**config.mk**
```make
export PLATFORM = sky130hd
export DESIGN_NAME = uart_8bit_9bit_wakeup
export DESIGN_NICKNAME = d
export VERILOG_FILES = /design/src/logic/uart_pkg.sv /design/src/logic/uart_8bit_9bit_wakeup.sv /design/src/logic/uart_rx_core.sv
export SDC_FILE = /design/constraint.sdc
export NUM_CORES = 1
export LEC_CHECK = 0
export BUFFER_PORTS_ARGS = -buffer_cell sky130_fd_sc_hd__buf_2
export CORE_MARGIN = 2
export CORE_UTILIZATION = 35
export DETAILED_ROUTE_END_ITERATION = 8
export RECOVER_POWER = 100
export REMOVE_ABC_BUFFERS = 1
export SETUP_SLACK_MARGIN = 0.3
export SYNTH_ARGS = -nofsm -noshare
export SYNTH_HDL_FRONTEND = slang
export SYNTH_SLANG_ARGS = --single-unit
```
**constraint.sdc**
```tcl
create_clock -name mclk -period 2.4 [get_ports mclk]
set_input_delay 0.12 -clock mclk [delete_from_list [all_inputs] [get_ports mclk]]
set_output_delay 0.12 -clock mclk [all_outputs]
set_load 0.005 [all_outputs]
```
**src/logic/uart_pkg.sv**
```systemverilog
package uart_pkg;

    // ****************************************************************
    // Register offsets on the plain register port.
    // ****************************************************************
    localparam logic [2:0] ADDR_MODE = 3'h0;
    localparam logic [2:0] ADDR_CTRL = 3'h1;
    localparam logic [2:0] ADDR_DATA = 3'h2;
    localparam logic [2:0] ADDR_BAUD = 3'h3;
    localparam logic [2:0] ADDR_INT_STAT = 3'h4;
    localparam logic [2:0] ADDR_INT_CLR = 3'h5;
    localparam logic [2:0] ADDR_INT_EN = 3'h6;

    // ****************************************************************
    // Field positions.
    // ****************************************************************
    localparam int MODE_TX9_BIT = 7;
    localparam int MODE_RXE_BIT = 5;
    localparam int MODE_WU_BIT = 4;
    localparam int MODE_FM_LSB = 2;
    localparam int CTRL_RX9_BIT = 7;
    localparam int CTRL_EVEN_BIT = 6;
    localparam int CTRL_PE_BIT = 5;
    localparam int CTRL_OVR_BIT = 4;
    localparam int CTRL_PAR_BIT = 3;
    localparam int CTRL_FRM_BIT = 2;
    localparam int INT_RX_BIT = 0;
    localparam int INT_TX_BIT = 1;

    // ****************************************************************
    // Encodings and reset values.
    // ****************************************************************
    localparam logic [1:0] FM_8BIT = 2'h2;
    localparam logic [1:0] FM_9BIT = 2'h3;
    localparam logic [7:0] MODE_RST = 8'h00;
    localparam logic [7:0] BAUD_RST = 8'h00;
    localparam logic [1:0] INT_RST = 2'h0;
    localparam logic [7:0] CTRL_WR_MASK = 8'h60;

    // ****************************************************************
    // Timing counts, in baud ticks (16 ticks per bit), and the last data bit index.
    // ****************************************************************
    localparam logic [3:0] TICK_LAST = 4'hf;
    localparam logic [3:0] TICK_HALF = 4'h7;
    localparam logic [2:0] BIT_LAST = 3'h7;

endpackage : uart_pkg

```
**src/logic/uart_8bit_9bit_wakeup.sv**
```systemverilog
// Chosen here: the strobed register port and the placing of the registers.
`timescale 1ns/100ps
module uart_8bit_9bit_wakeup (
    // Clock and reset.
    input wire logic mclk,
    input wire logic arst_n,
    // Register port.
    input wire logic [2:0] reg_addr,
    input wire logic [7:0] reg_wdata,
    input wire logic reg_wr,
    input wire logic reg_rd,
    output logic [7:0] reg_rdata,
    // Serial line.
    input wire logic rxd,
    output logic txd,
    // Interrupt.
    output logic irq
);
    typedef enum logic [2:0] {
        TX_IDLE, TX_START, TX_DATA, TX_EXTRA, TX_STOP
    } tx_state_t;

    // ****************************************************************
    // Parity of a byte: the bit that makes the ones count even or odd.
    // ****************************************************************
    function automatic logic parity_fn(input logic [7:0] d,
                                       input logic even);
        parity_fn = even ? (^d) : ~(^d);
    endfunction : parity_fn

    logic [7:0] mode_q, baud_q, baud_cnt_q, rbuf_q, tx_shift_q;
    logic [1:0] int_stat_q, int_en_q;
    logic even_q, pe_q, rb8_q, ovr_q, perr_q, ferr_q, rx_full_q;
    logic tick, uart_mode, nine, receive_enable_bit, wu, rx_en;
    logic rx_done, rx_extra, rx_stop_ok, rx_keep, rx_perr;
    logic [7:0] rx_data;
    tx_state_t tx_state_q;
    logic [3:0] tx_tcnt_q;
    logic [2:0] tx_idx_q;
    logic tx_extra_q, tx_has_extra_q, tx_done_q, tx_go;
    logic wr_mode, wr_ctrl, wr_data, wr_baud, wr_clr, wr_en;
    logic rd_ctrl, rd_data;

    // ****************************************************************
    // Register decode.
    // ****************************************************************
    assign wr_mode = reg_wr && (reg_addr == uart_pkg::ADDR_MODE);
    assign wr_ctrl = reg_wr && (reg_addr == uart_pkg::ADDR_CTRL);
    assign wr_data = reg_wr && (reg_addr == uart_pkg::ADDR_DATA);
    assign wr_baud = reg_wr && (reg_addr == uart_pkg::ADDR_BAUD);
    assign wr_clr = reg_wr && (reg_addr == uart_pkg::ADDR_INT_CLR);
    assign wr_en = reg_wr && (reg_addr == uart_pkg::ADDR_INT_EN);
    assign rd_ctrl = reg_rd && (reg_addr == uart_pkg::ADDR_CTRL);
    assign rd_data = reg_rd && (reg_addr == uart_pkg::ADDR_DATA);

    // Mode field: only 10 and 11 run the asynchronous channel.
    assign uart_mode = mode_q[uart_pkg::MODE_FM_LSB + 1];
    assign nine = (mode_q[uart_pkg::MODE_FM_LSB +: 2]
        == uart_pkg::FM_9BIT);
    assign receive_enable_bit = mode_q[uart_pkg::MODE_RXE_BIT];
    assign wu = mode_q[uart_pkg::MODE_WU_BIT];
    assign rx_en = receive_enable_bit && uart_mode;

    // ****************************************************************
    // Control registers written by software.
    // ****************************************************************
    always_ff @(posedge mclk or negedge arst_n) begin
        if (!arst_n) begin
            mode_q <= uart_pkg::MODE_RST;
        end else if (wr_mode) begin
            // Software clears wakeup here once its select code matches.
            mode_q <= reg_wdata;
        end
    end

    always_ff @(posedge mclk or negedge arst_n) begin
        if (!arst_n) begin
            even_q <= 1'b0;
            pe_q <= 1'b0;
        end else if (wr_ctrl) begin
            even_q <= reg_wdata[uart_pkg::CTRL_EVEN_BIT];
            pe_q <= reg_wdata[uart_pkg::CTRL_PE_BIT];
        end
    end

    always_ff @(posedge mclk or negedge arst_n) begin
        if (!arst_n) begin
            baud_q <= uart_pkg::BAUD_RST;
        end else if (wr_baud) begin
            baud_q <= reg_wdata;
        end
    end

    // ****************************************************************
    // Baud tick: one tick every (divisor + 1) clocks, 16 ticks a bit.
    // ****************************************************************
    assign tick = (baud_cnt_q == baud_q);

    always_ff @(posedge mclk or negedge arst_n) begin
        if (!arst_n) begin
            baud_cnt_q <= 8'h00;
        end else if (tick) begin
            baud_cnt_q <= 8'h00;
        end else begin
            baud_cnt_q <= baud_cnt_q + 8'h01;
        end
    end

    // ****************************************************************
    // Transmitter. A buffer write while a frame is in flight is dropped.
    // ****************************************************************
    assign tx_go = wr_data && (tx_state_q == TX_IDLE) && uart_mode;

    always_ff @(posedge mclk or negedge arst_n) begin
        if (!arst_n) begin
            tx_state_q <= TX_IDLE;
            tx_tcnt_q <= 4'h0;
            tx_idx_q <= 3'h0;
            tx_shift_q <= 8'h00;
            tx_extra_q <= 1'b0;
            tx_has_extra_q <= 1'b0;
            tx_done_q <= 1'b0;
            txd <= 1'b1;
        end else begin
            tx_done_q <= 1'b0;
            if (!uart_mode) begin
                tx_state_q <= TX_IDLE;
                txd <= 1'b1;
            end else if (tx_go) begin
                tx_shift_q <= reg_wdata;
                // Ninth bit in 9-bit mode, else parity when enabled.
                tx_extra_q <= nine ? mode_q[uart_pkg::MODE_TX9_BIT]
                    : parity_fn(reg_wdata, even_q);
                tx_has_extra_q <= nine || pe_q;
                tx_tcnt_q <= 4'h0;
                tx_state_q <= TX_START;
                txd <= 1'b0;
            end else if (tick && tx_state_q != TX_IDLE) begin
                tx_tcnt_q <= tx_tcnt_q + 4'h1;
                if (tx_tcnt_q == uart_pkg::TICK_LAST) begin
                    unique case (tx_state_q)
                        TX_START: begin
                            tx_idx_q <= 3'h0;
                            tx_state_q <= TX_DATA;
                            txd <= tx_shift_q[0];
                        end
                        TX_DATA: begin
                            if (tx_idx_q == uart_pkg::BIT_LAST) begin
                                if (tx_has_extra_q) begin
                                    tx_state_q <= TX_EXTRA;
                                    txd <= tx_extra_q;
                                end else begin
                                    tx_state_q <= TX_STOP;
                                    txd <= 1'b1;
                                end
                            end else begin
                                tx_idx_q <= tx_idx_q + 3'h1;
                                txd <= tx_shift_q[tx_idx_q + 3'h1];
                            end
                        end
                        TX_EXTRA: begin
                            tx_state_q <= TX_STOP;
                            txd <= 1'b1;
                        end
                        TX_STOP: begin
                            tx_state_q <= TX_IDLE;
                            tx_done_q <= 1'b1;
                        end
                        TX_IDLE: begin
                            txd <= 1'b1;
                        end
                    endcase
                end
            end
        end
    end

    // ****************************************************************
    // Receiver core and frame acceptance.
    // ****************************************************************
    uart_rx_core u_rx (
        .mclk(mclk),
        .arst_n(arst_n),
        .rxd(rxd),
        .tick(tick),
        .enable(rx_en),
        .has_extra(nine || pe_q),
        .done(rx_done),
        .data(rx_data),
        .extra(rx_extra),
        .stop_ok(rx_stop_ok)
    );

    // A slave waiting for its address drops frames with ninth bit 0.
    assign rx_keep = rx_done && !(nine && wu && !rx_extra);
    assign rx_perr = rx_keep && !nine && pe_q
        && (rx_extra != parity_fn(rx_data, even_q));

    always_ff @(posedge mclk or negedge arst_n) begin
        if (!arst_n) begin
            rbuf_q <= 8'h00;
            rb8_q <= 1'b0;
        end else if (rx_keep) begin
            rbuf_q <= rx_data;
            if (nine) begin
                rb8_q <= rx_extra;
            end
        end
    end

    // Buffer full flag: a new frame wins over a read in the same cycle.
    always_ff @(posedge mclk or negedge arst_n) begin
        if (!arst_n) begin
            rx_full_q <= 1'b0;
        end else if (rx_keep) begin
            rx_full_q <= 1'b1;
        end else if (rd_data) begin
            rx_full_q <= 1'b0;
        end
    end

    // Error flags clear on a read of the control register; set wins.
    always_ff @(posedge mclk or negedge arst_n) begin
        if (!arst_n) begin
            ovr_q <= 1'b0;
            perr_q <= 1'b0;
            ferr_q <= 1'b0;
        end else begin
            ovr_q <= (ovr_q && !rd_ctrl) || (rx_keep && rx_full_q);
            perr_q <= (perr_q && !rd_ctrl) || rx_perr;
            ferr_q <= (ferr_q && !rd_ctrl) || (rx_keep && !rx_stop_ok);
        end
    end

    // ****************************************************************
    // Interrupt status, clear and enable.
    // ****************************************************************
    always_ff @(posedge mclk or negedge arst_n) begin
        if (!arst_n) begin
            int_stat_q <= uart_pkg::INT_RST;
        end else begin
            int_stat_q <= (int_stat_q & ~(wr_clr ? reg_wdata[1:0] : 2'h0))
                | {tx_done_q, rx_keep};
        end
    end

    always_ff @(posedge mclk or negedge arst_n) begin
        if (!arst_n) begin
            int_en_q <= uart_pkg::INT_RST;
        end else if (wr_en) begin
            int_en_q <= reg_wdata[1:0];
        end
    end

    assign irq = |(int_stat_q & int_en_q);

    // ****************************************************************
    // Read data, one cycle after the read strobe.
    // ****************************************************************
    always_ff @(posedge mclk or negedge arst_n) begin
        if (!arst_n) begin
            reg_rdata <= 8'h00;
        end else if (reg_rd) begin
            unique case (reg_addr)
                uart_pkg::ADDR_MODE: reg_rdata <= mode_q;
                uart_pkg::ADDR_CTRL: begin
                    reg_rdata <= {rb8_q, even_q, pe_q, ovr_q, perr_q,
                                  ferr_q, 2'h0};
                end
                uart_pkg::ADDR_DATA: reg_rdata <= rbuf_q;
                uart_pkg::ADDR_BAUD: reg_rdata <= baud_q;
                uart_pkg::ADDR_INT_STAT: reg_rdata <= {6'h00, int_stat_q};
                uart_pkg::ADDR_INT_EN: reg_rdata <= {6'h00, int_en_q};
                default: reg_rdata <= 8'h00;
            endcase
        end else begin
            reg_rdata <= 8'h00;
        end
    end
endmodule : uart_8bit_9bit_wakeup

```
**src/logic/uart_rx_core.sv**
```systemverilog
`timescale 1ns/100ps
module uart_rx_core (
    // Clock and reset.
    input wire logic mclk,
    input wire logic arst_n,
    // Line and timing.
    input wire logic rxd,
    input wire logic tick,
    input wire logic enable,
    input wire logic has_extra,
    // Received frame.
    output logic done,
    output logic [7:0] data,
    output logic extra,
    output logic stop_ok
);
    typedef enum logic [2:0] {
        RX_IDLE, RX_START, RX_DATA, RX_EXTRA, RX_STOP
    } rx_state_t;

    rx_state_t state_q;
    logic s1_q, s2_q, s3_q, level_q;
    logic [3:0] tcnt_q;
    logic [2:0] idx_q;

    // ****************************************************************
    // Input synchroniser; a change counts once stages two and three agree.
    // ****************************************************************
    always_ff @(posedge mclk or negedge arst_n) begin
        if (!arst_n) begin
            s1_q <= 1'b1;
            s2_q <= 1'b1;
            s3_q <= 1'b1;
            level_q <= 1'b1;
        end else begin
            s1_q <= rxd;
            s2_q <= s1_q;
            s3_q <= s2_q;
            if (s2_q == s3_q) begin
                level_q <= s3_q;
            end
        end
    end

    // ****************************************************************
    // Frame sampler: start checked mid-bit, later bits every 16 ticks.
    // ****************************************************************
    always_ff @(posedge mclk or negedge arst_n) begin
        if (!arst_n) begin
            state_q <= RX_IDLE;
            tcnt_q <= 4'h0;
            idx_q <= 3'h0;
            done <= 1'b0;
            data <= 8'h00;
            extra <= 1'b0;
            stop_ok <= 1'b0;
        end else begin
            done <= 1'b0;
            if (!enable) begin
                state_q <= RX_IDLE;
            end else if (state_q == RX_IDLE) begin
                if (!level_q) begin
                    state_q <= RX_START;
                    tcnt_q <= 4'h0;
                end
            end else if (tick) begin
                tcnt_q <= tcnt_q + 4'h1;
                unique case (state_q)
                    RX_START: begin
                        if (tcnt_q == uart_pkg::TICK_HALF) begin
                            tcnt_q <= 4'h0;
                            idx_q <= 3'h0;
                            state_q <= level_q ? RX_IDLE : RX_DATA;
                        end
                    end
                    RX_DATA: begin
                        if (tcnt_q == uart_pkg::TICK_LAST) begin
                            data <= {level_q, data[7:1]};
                            idx_q <= idx_q + 3'h1;
                            if (idx_q == uart_pkg::BIT_LAST) begin
                                state_q <= has_extra ? RX_EXTRA : RX_STOP;
                            end
                        end
                    end
                    RX_EXTRA: begin
                        if (tcnt_q == uart_pkg::TICK_LAST) begin
                            extra <= level_q;
                            state_q <= RX_STOP;
                        end
                    end
                    RX_STOP: begin
                        if (tcnt_q == uart_pkg::TICK_LAST) begin
                            stop_ok <= level_q;
                            done <= 1'b1;
                            state_q <= RX_IDLE;
                        end
                    end
                    RX_IDLE: begin
                        tcnt_q <= 4'h0;
                    end
                endcase
            end
        end
    end

endmodule : uart_rx_core

```
### Word-level counts from Yosys, hierarchy flattened

Index checks and enable logic that the tools add are counted.

| cells by class | value |
|---|---|
| order comparisons | 1 |
| bitwise logic cells | 8 |
| reduce and logical (&&, ||, !) cells | 57 |
| equal/unequal tests | 40 |
| add/subtract/negate cells | 5 |
| mux-type cells | 59 |

Operator list:

| cell | count |
|---|---|
| $mux 3 | 19 |
| $pmux 8 s6 | 1 |
| $mux 4 | 7 |
| $ne 4x4->1 const B | 6 |
| $pmux 3 s4 | 2 |
| $logic_and 1x1->1 | 23 |
| $mux 1 | 22 |
| $eq 3x3->1 const B | 7 |
| $eq 3x2->1 const B | 6 |
| $mux 8 | 2 |
| $reduce_xor 8->1 | 2 |
| $reduce_and 5->1 | 3 |
| $pmux 3 s2 | 2 |
| $reduce_and 6->1 | 2 |
| $reduce_bool 2->1 | 5 |
| $eq 3x1->1 const B | 3 |
| $logic_not 3->1 | 3 |
| $add 4x1->4 const B | 2 |
| $add 8x1->8 const B | 1 |
| $eq 4x4->1 const B | 2 |
| $eq 8x8->1 | 1 |
| $reduce_and 8->1 | 1 |
| $add 3x1->3 const B | 2 |
| $ne 3x1->1 const B | 2 |
| 25 further kinds | 44 |

| storage, ports and cells | value |
|---|---|
| input port bits | 16 |
| word-level logic and storage cells | 203 |
| output and inout bits | 10 |
| register bits after elaboration | 98 |

### Longest topological paths before layout

Gate-level depths: netlist of run 1.

| logic depth | value |
|---|---|
| word-level depth | 9 |
| gate-level depth with buffers | 7 |
| depth with buffers taken out | 7 |

### By module

Synthesis of run 1 repeated with hierarchy kept, for this count alone.

| second synthesis, totals | value |
|---|---|
| cell total of the unflattened synthesis | 409 |
| area total of the unflattened synthesis | 4,928.5 um^2 |

Modules (own cells, without submodules):

| module | instances | sequential area each (um^2) | cells each | area an instance (um^2) |
|---|---|---|---|---|
| uart_8bit_9bit_wakeup | 1 | 1,828.0 | 305 | 3,679.8 |
| uart_rx_core | 1 | 630.6 | 104 | 1,248.7 |

### Worst setup path after synthesis of run 1

No wires, ideal clock.

| timing | value |
|---|---|
| path kind | register -> register |
| start | reg baud_cnt_q[1] |
| end | reg u_rx.data[0] |
| stages on the path, launching flop included | 8 |
| setup time | 0.125 ns |
| period minus slack after synthesis | 2.042 ns |
| buffers on the path | 2 |
| arrival time | 1.917 ns |
| required time | 2.275 ns |
| setup slack | 0.358 ns |
| cells stage by stage | dfrtp_1 -> xor2_1 -> nor4_4 -> and2_1 -> buf_6 -> and4_4 -> buf_12 -> mux2_4 |

| between the ends | value |
|---|---|
| word-level cells in the longest chain between the ends | 2 |

RTL lines:

| what | line | text |
|---|---|---|
| start: declaration | uart_8bit_9bit_wakeup.sv:31 | `logic [7:0] mode_q, baud_q, baud_cnt_q, rbuf_q, tx_shift_q;` |
| start signal: assignment | uart_8bit_9bit_wakeup.sv:105 | `baud_cnt_q <= baud_cnt_q + 8'h01;` |
| $eq 8x8->1 | uart_8bit_9bit_wakeup.sv:97 | `assign tick = (baud_cnt_q == baud_q);` |
| $reduce_and 5->1 (no line) | n/a |  |
| end signal: assignment | uart_rx_core.sv:78 | `data <= {level_q, data[7:1]};` |
| end: declaration | uart_rx_core.sv:13 | `output logic [7:0] data,` |

Every way passes these cells.
A chain may end at the register's enable or synchronous reset.

### Worst setup path in the final report of run 1

| timing | value |
|---|---|
| start | reg baud_cnt_q[1] |
| end | reg u_rx.data[3] |

The elaborated chain is that of the path after synthesis.

==> summary.md, run 1 <==
## Run status
- result of the run: finished, final reports clean

## Detailed routing
- DRC violation count after routing: 0
- routed wire length per instance: 16.7 um
- Routed Antenna Nets: 0
- via count: 3455
- Vias/cell: 5.23
- 1st-iter DRT viols: 186
- first drt pass iteration count: 4
- final routed wirelength across all metal layers: 11.1 mm

## Timing
- slew at the pin closest to its max-slew limit: 1190 ps
- final-report max-slew violation count: 0
- RSZ-0062 raised after global routing: no
- final worst path period share: 0.877
- Slew Limit Headroom: 0.206
- setup-violating endpoint count in the final report: 0
- Final Hold Viols: 0
- minimum clock period after layout: 2110 ps
- maximum achievable frequency: 0.475 GHz
- Worst Skew: 7.96 ps
- setup TNS after final layout: 0 ps
- worst hold slack across all endpoints: 59.9 ps

## Clock tree
- cts bufs inserted: 9
- buffer cell driving the clock tree root: clkbuf_16
- clock net sink count: 98
- Max clock buf depth: 2
- clock insertion delay at the later pin of the skew report: 350 ps
- total number of H-tree levels: 3
- TritonCTS clock tree: done
- clock slew at the register clock pins of the worst setup and hold paths: 70 ps

## Yosys
- area fraction of the dominant cell type after synthesis: 0.469
- combined area of all synthesized cells: 4970 sq um
- most instantiated cells after synthesis: dfrtp_1 (93), mux2_2 (38), nand2_1 (34), nor2_1 (33), nand3_1 (21)
- fraction of registers with async set/reset: 1.00
- combinational family with the most area after synthesis: multiplexers
- post-synthesis cell count: 439
- post-synthesis area per instance: 11.3 sq um
- Yosys top cell by area: dfrtp_1
- most frequent cell after synthesis: dfrtp_1
- proportion of synthesized chip area in sequential cells: 0.495
- post-synthesis mux area share: 0.165
- fraction of synthesized cell area in xor and xnor cells: 0.0557
- number of distinct library cells after synthesis: 62
- compound-gate portion of the synthesized area: 0.0789
- synthesized-area fraction occupied by adder cells: 0.0197
- number of synthesized register bits: 98
- Synth area leaders: dfrtp_1 (47%), mux2_2 (8.6%), mux2i_1 (3.2%)
- number of enable-type register cells in the synthesized netlist: 0
- count of synthesis-stage warnings from yosys: 0
- area fraction in and, or, nand and nor cells after synthesis: 0.158
- dominant register cell in the synthesized netlist: dfrtp_1

## Power
- highest ir drop seen on vdd: 388 uV
- proportion of power drawn by the clock network: 0.326
- switch share: 0.290
- power dissipated by switching net loads: 1.30 mW
- power per cell area: 798 nW/um^2
- combinational fraction of design power: 0.191
- Pleak: 2.53 nW
- cell internal pwr: 3.19 mW
- portion of total power attributed to sequential cells: 0.483

## Setup path
- signal arrival time at the worst endpoint: 2330 ps
- peak fanout along the critical path: 8
- worst endpoint required time: 2630 ps
- CP Class: reg2reg
- capturing element type of the critical path: flop
- launching element type of the critical path: flop

## Place
- total half-perimeter wirelength after legalization and detailed placement: 8.05 mm
- # port buffers: 25
- RD Place Congestion: 0.778

## Floorplan
- number of rows created at floorplan: 43
- area of the die: 15200 sq um
- starting utilization of the core area: 0.358
- core area: 13900 sq um
- number of top-level pins: 26
- Die X: 123 um
- Die Y-Extent: 123 um

## Finish
- fraction of layout cells with a size suffix above 1: 0.206
- number of inserted diodes: 0
- Area Overhead vs Synth: 13.3%
- number of fill cells in the layout: 1354
- Post-layout nets: 499
- footprint of the flip-flops and latches: 2460 sq um
- area taken by multi-input logic gates: 2360 sq um

## Flow run
- Maximum Capacitance Violations: 0

## GRT
- total global routing track utilization: 0.158
- overflow left after global routing: 0
- number of antenna violations at the first check in global routing: 0
- first-pass GRT wire length: 18.2 mm
- maximum number of pins on one net before global-route repair: 49
- number of global-route vias before repair: 3491

## Min path
- type of the worst min-delay path: in2reg

[final timing paths]
check / slack [ps] / to / startpoint / depth (start not counted)
worst max-delay path: 290 / u_rx.data[3] / baud_cnt_q[1] / 6
worst min-delay path: 60 / rx_full_q / reg_rd / 4
worst max register to register: 290 / u_rx.data[3] / baud_cnt_q[1] / 6
worst min register to register: 360 / u_rx.s2_q / u_rx.s1_q / 0
max in group asynchronous: 600 / rbuf_q[3] / arst_n / 3
min in group asynchronous: 550 / mode_q[7] / arst_n / 2
[power by group through the flow]
| stage | sequential [mW] | clock, mW | combinational, mW |
|---|---|---|---|
| after detailed placement | 2.19 | 0 | 0.844 |
| final | 2.17 | 1.46 | 0.858 |
| after CTS | 2.17 | 1.50 | 0.855 |
| after global routing | 2.21 | 1.57 | 0.964 |
| after global placement | 2.18 | 0 | 0.823 |
| after floorplan | 2.11 | 0 | 0.607 |
[cells by family (layout without fill, tap and decap cells)]
| group | after synthesis | after routing |
|---|---|---|
| and+or+nand+nor | 145 | 145 |
| DFF | 98 | 98 |
| muxes | 68 | 68 |
| AOI/OAI and AO/OA | 61 | 61 |
| xor gates and xnor gates | 30 | 30 |
| buffers and inverters | 29 | 71 |
| adders and majority gates | 8 | 8 |
[state kept, by name (all words and copies together) (netlist names), 3 cells and up]
register,flops
baud_cnt_q,8
baud_q,8
mode_q,8
rbuf_q,8
reg_rdata,8
tx_idx_q,3
tx_shift_q,8
tx_state_q,3
tx_tcnt_q,4
u_rx.data,8
u_rx.idx_q,3
u_rx.state_q,3
u_rx.tcnt_q,4
[timing repair]
item,CTS,global route
setup endpoints to repair,1,17
gates cloned,0,0
setup buffers,0,2
hold endpoints to repair,45,0
hold buffers,2,0
pin swaps,0,2
resized for setup,1,5
[metrics by stage]
step	total power [mW]	util	setup WS, ps	area, sq um	std cells
floorplan	2.72	-	149	4870	421
global placement	3.00	0.385	352	5340	641
detailed placement	3.04	0.385	249	5340	641
CTS	4.52	0.408	269	5670	659
global route	4.74	0.405	193	5630	661
finish	4.49	0.405	295	5630	661
[cell usage in the layout, fill, tap and decap left out, drive strengths merged, types with 3 or more instances in the layout]
| master | Yosys | final |
|---|---|---|
| a31oi | 4 | 4 |
| buf | 5 | 27 |
| o21ai | 18 | 18 |
| dfstp | 5 | 5 |
| o211ai | 3 | 3 |
| nand2b | 8 | 8 |
| nor3 | 8 | 8 |
| xnor2 | 13 | 13 |
| a21oi | 13 | 13 |
| ha | 7 | 7 |
| nand4 | 4 | 4 |
| nor2b | 4 | 4 |
| nor4 | 4 | 4 |
| and2 | 5 | 5 |
| mux4 | 4 | 4 |
| nor3b | 3 | 3 |
| o22a | 5 | 5 |
| inv | 11 | 11 |
| or3 | 3 | 3 |
| nand2 | 34 | 34 |
| clkbuf | 13 | 29 |
| mux2i | 16 | 16 |
| nand3 | 21 | 21 |
| nor2 | 34 | 34 |
| mux2 | 48 | 48 |
| and4 | 3 | 3 |
| dfrtp | 93 | 93 |
| and3 | 4 | 4 |
| xor2 | 16 | 16 |
[per-layer routing]
layer | wire (um) | vias to the layer above | GRT usage | share of wire
met3 | 323 | 13 | 0.0452 | 0.029
li1 | - | 1633 | - | -
met5 | 0 | - | 0 | 0
met2 | 5390 | 52 | 0.259 | 0.49
met1 | 5100 | 1757 | 0.203 | 0.46
met4 | 246 | 0 | 0.0511 | 0.022
[critical path, cell delays in order (launching register included)]
cell and delay, ps:
dfrtp_1 440, xor2_1 190, nor4_4 290, buf_6 170
and2_0 160, and4_2 380, mux2_1 350
[final cells by class]
cell class | instances | area share
timing repair buffer | 44 | 0.0434
tap | 180 | 0.0400
clock inverter | 2 | 0.00623
inverter | 11 | 0.00734
multi-input combinational | 312 | 0.419
sequential | 98 | 0.437
clock buffer | 14 | 0.0469
(Power assumes the default switching activity.)
==> run 2: changes to the inputs <==
--- a/config.mk
+++ b/config.mk
@@ -6,10 +6,9 @@
 export NUM_CORES = 1
 export LEC_CHECK = 0
 export BUFFER_PORTS_ARGS = -buffer_cell sky130_fd_sc_hd__buf_2
-export CORE_MARGIN = 2
 export CORE_UTILIZATION = 35
 export DETAILED_ROUTE_END_ITERATION = 8
-export RECOVER_POWER = 100
+export PLACE_DENSITY = 0.49
 export REMOVE_ABC_BUFFERS = 1
 export SETUP_SLACK_MARGIN = 0.3
 export SYNTH_ARGS = -nofsm -noshare
==> summary.md, run 2 (synthesis results as in run 1) <==
## Run status
- result of the run: finished, final reports clean

## Finish
- non-filler cells in the finished layout: 666
- number of inserted diodes: 0
- leading cell type in the layout, fill and taps excluded: dfrtp_1
- number of fill cells in the layout: 1351
- most used cells in the layout excluding fill and tap cells: dfrtp_1 (90), mux2_2 (37), nand2_1 (34), nor2_1 (32), buf_2 (24)
- Post-layout nets: 504
- Area Overhead vs Synth: 16.7%
- Post-Route Utilization: 0.418
- fraction of layout cells with a size suffix above 1: 0.280

## Setup path
- signal arrival time at the worst endpoint: 2280 ps
- CP Class: reg2reg
- source of the critical timing path: baud_q[1]
- launching element type of the critical path: flop
- worst-path cell with the longest stage delay: dfrtp_1
- peak fanout along the critical path: 4
- cells along the critical path: xor2_2, nor4_4, nand2_1, nor4_2, mux2_1
- Levels on crit path: 5
- capturing element type of the critical path: flop
- reg-to-reg endpoint: u_rx.extra
- Worst Reg2Reg Path Length in Cells: 5
- CP max stage delay: 430 ps
- flop2flop setup slack: 360 ps
- Crit Reg-Reg Startpoint: baud_q[1]
- last element of the critical path: u_rx.extra
- worst endpoint required time: 2640 ps
- Worst Path Buf+Inv: 0
- delay-heaviest family, CP: simple AND/OR/NAND/NOR gates

## Min path
- startpoint of the most critical hold path: reg_rd
- type of the worst min-delay path: in2reg

## GRT
- total global routing track utilization: 0.173
- number of antenna violations at the first check in global routing: 0
- number of global-route vias before repair: 3448
- first-pass GRT wire length: 19.1 mm
- maximum number of pins on one net before global-route repair: 56
- overflow left after global routing: 0

## Clock tree
- Max clock buf depth: 2
- cts bufs inserted: 9
- buffer cell driving the clock tree root: clkbuf_16
- clock net sink count: 98
- clock slew at the register clock pins of the worst setup and hold paths: 70 ps
- clock insertion delay at the later pin of the skew report: 350 ps
- total number of H-tree levels: 3
- TritonCTS clock tree: done

## Timing
- maximum achievable frequency: 0.490 GHz
- setup TNS after final layout: 0 ps
- RSZ-0062 raised after global routing: yes
- Worst Skew: 7.49 ps
- final worst path period share: 0.850
- minimum clock period after layout: 2040 ps
- final-report max-slew violation count: 0
- slew at the pin closest to its max-slew limit: 595 ps
- Final Hold Viols: 0
- setup-violating endpoint count in the final report: 0
- Slew Limit Headroom: 0.600

## Detailed routing
- 1st-iter DRT viols: 200
- via count: 3439
- routed wire length per instance: 17.2 um
- Vias/cell: 5.16
- DRC violation count after routing: 0
- Routed Antenna Nets: 0
- first drt pass iteration count: 4
- final routed wirelength across all metal layers: 11.5 mm

## Power
- highest ir drop seen on vdd: 367 uV
- cell internal pwr: 3.19 mW
- Pleak: 2.64 nW
- combinational fraction of design power: 0.206
- power per cell area: 792 nW/um^2
- power dissipated by switching net loads: 1.40 mW
- portion of total power attributed to sequential cells: 0.471
- switch share: 0.304
- overall power of the completed layout: 4.59 mW
- proportion of power drawn by the clock network: 0.323

## Floorplan
- core area: 13900 sq um
- starting utilization of the core area: 0.358
- Die Y-Extent: 121 um
- Die X: 121 um
- number of top-level pins: 26
- number of rows created at floorplan: 43
- area of the die: 14700 sq um

## Place
- number of placed instances with taps included: 637
- RD Place Congestion: 0.776
- # port buffers: 25
- total half-perimeter wirelength after legalization and detailed placement: 8.24 mm

## Flow run
- Maximum Capacitance Violations: 0

-- run 2: cell types whose count changed in the layout (fill, tap and decap cells not counted), sizes merged --
cell / previous run / this run
buf: 27 / 47
clkbuf: 29 / 9
clkinv: 1 / 4
clkinvlp: 0 / 1
inv: 11 / 12
-- run 2: cell type report --
type / count / area, sq um / share of cell area
Tap cell: 180 / 225 / 0.0389
Clock buffer: 9 / 225 / 0.0389
Inverter: 11 / 41.3 / 0.00712
Clock inverter: 7 / 77.6 / 0.0134
Multi-Input combinational cell: 312 / 2430 / 0.420
Timing Repair Buffer: 49 / 329 / 0.0568
Sequential cell: 98 / 2460 / 0.425
-- run 2: worst reg2reg max path: stages, from the launching register on --
cell and delay (ps):
dfrtp_1 430, xor2_2 200, nor4_4 390, nand2_1 230, nor4_2 330, mux2_1 350
-- run 2: worst min-delay path by stage --
stage          cells after the start       endpoint  slack [ps]
2_1_floorplan                      0  baud_cnt_q[0]        -180
3_3_place_gp                       1      mode_q[1]         150
3_5_place_dp                       1      mode_q[1]         160
4_1_cts                            4      rx_full_q          50
5_1_grt                            4      rx_full_q          80
6_report                           4      rx_full_q          60
-- run 2: metal layers --
metal | share of wire | up-vias | GRT usage
li1 | - | 1650 | -
met1 | 0.50 | 1736 | 0.239
met4 | 0.0086 | 0 | 0.0448
met2 | 0.47 | 47 | 0.268
met3 | 0.029 | 6 | 0.0432
met5 | 0 | - | 0
-- run 2: per-stage QoR --
step,setup slack [ps],area [sq um],hold WS (ps)
after floorplan,149,4870,-176
after global placement,253,5320,151
after detailed placement,229,5320,161
after CTS,296,5690,51.8
after global routing,239,5800,77.8
final,360,5800,61.0
-- run 2: timing repair --
action | CTS | global route
hold endpoints to repair | 40 | 0
gates resized for setup | 3 | 13
endpoints found under the setup margin | 12 | 17
hold buffers | 2 | 0
pin swaps | 2 | 5
setup buffers | 3 | 8
-- run 2: power groups by stage --
stage / sequential (mW) / combinational (mW) / clock, mW
2_1_floorplan: 2.11 / 0.607 / 0
3_3_place_gp: 2.18 / 0.848 / 0
3_5_place_dp: 2.19 / 0.858 / 0
4_1_cts: 2.16 / 0.900 / 1.53
5_1_grt: 2.20 / 1.06 / 1.60
6_report: 2.16 / 0.946 / 1.48
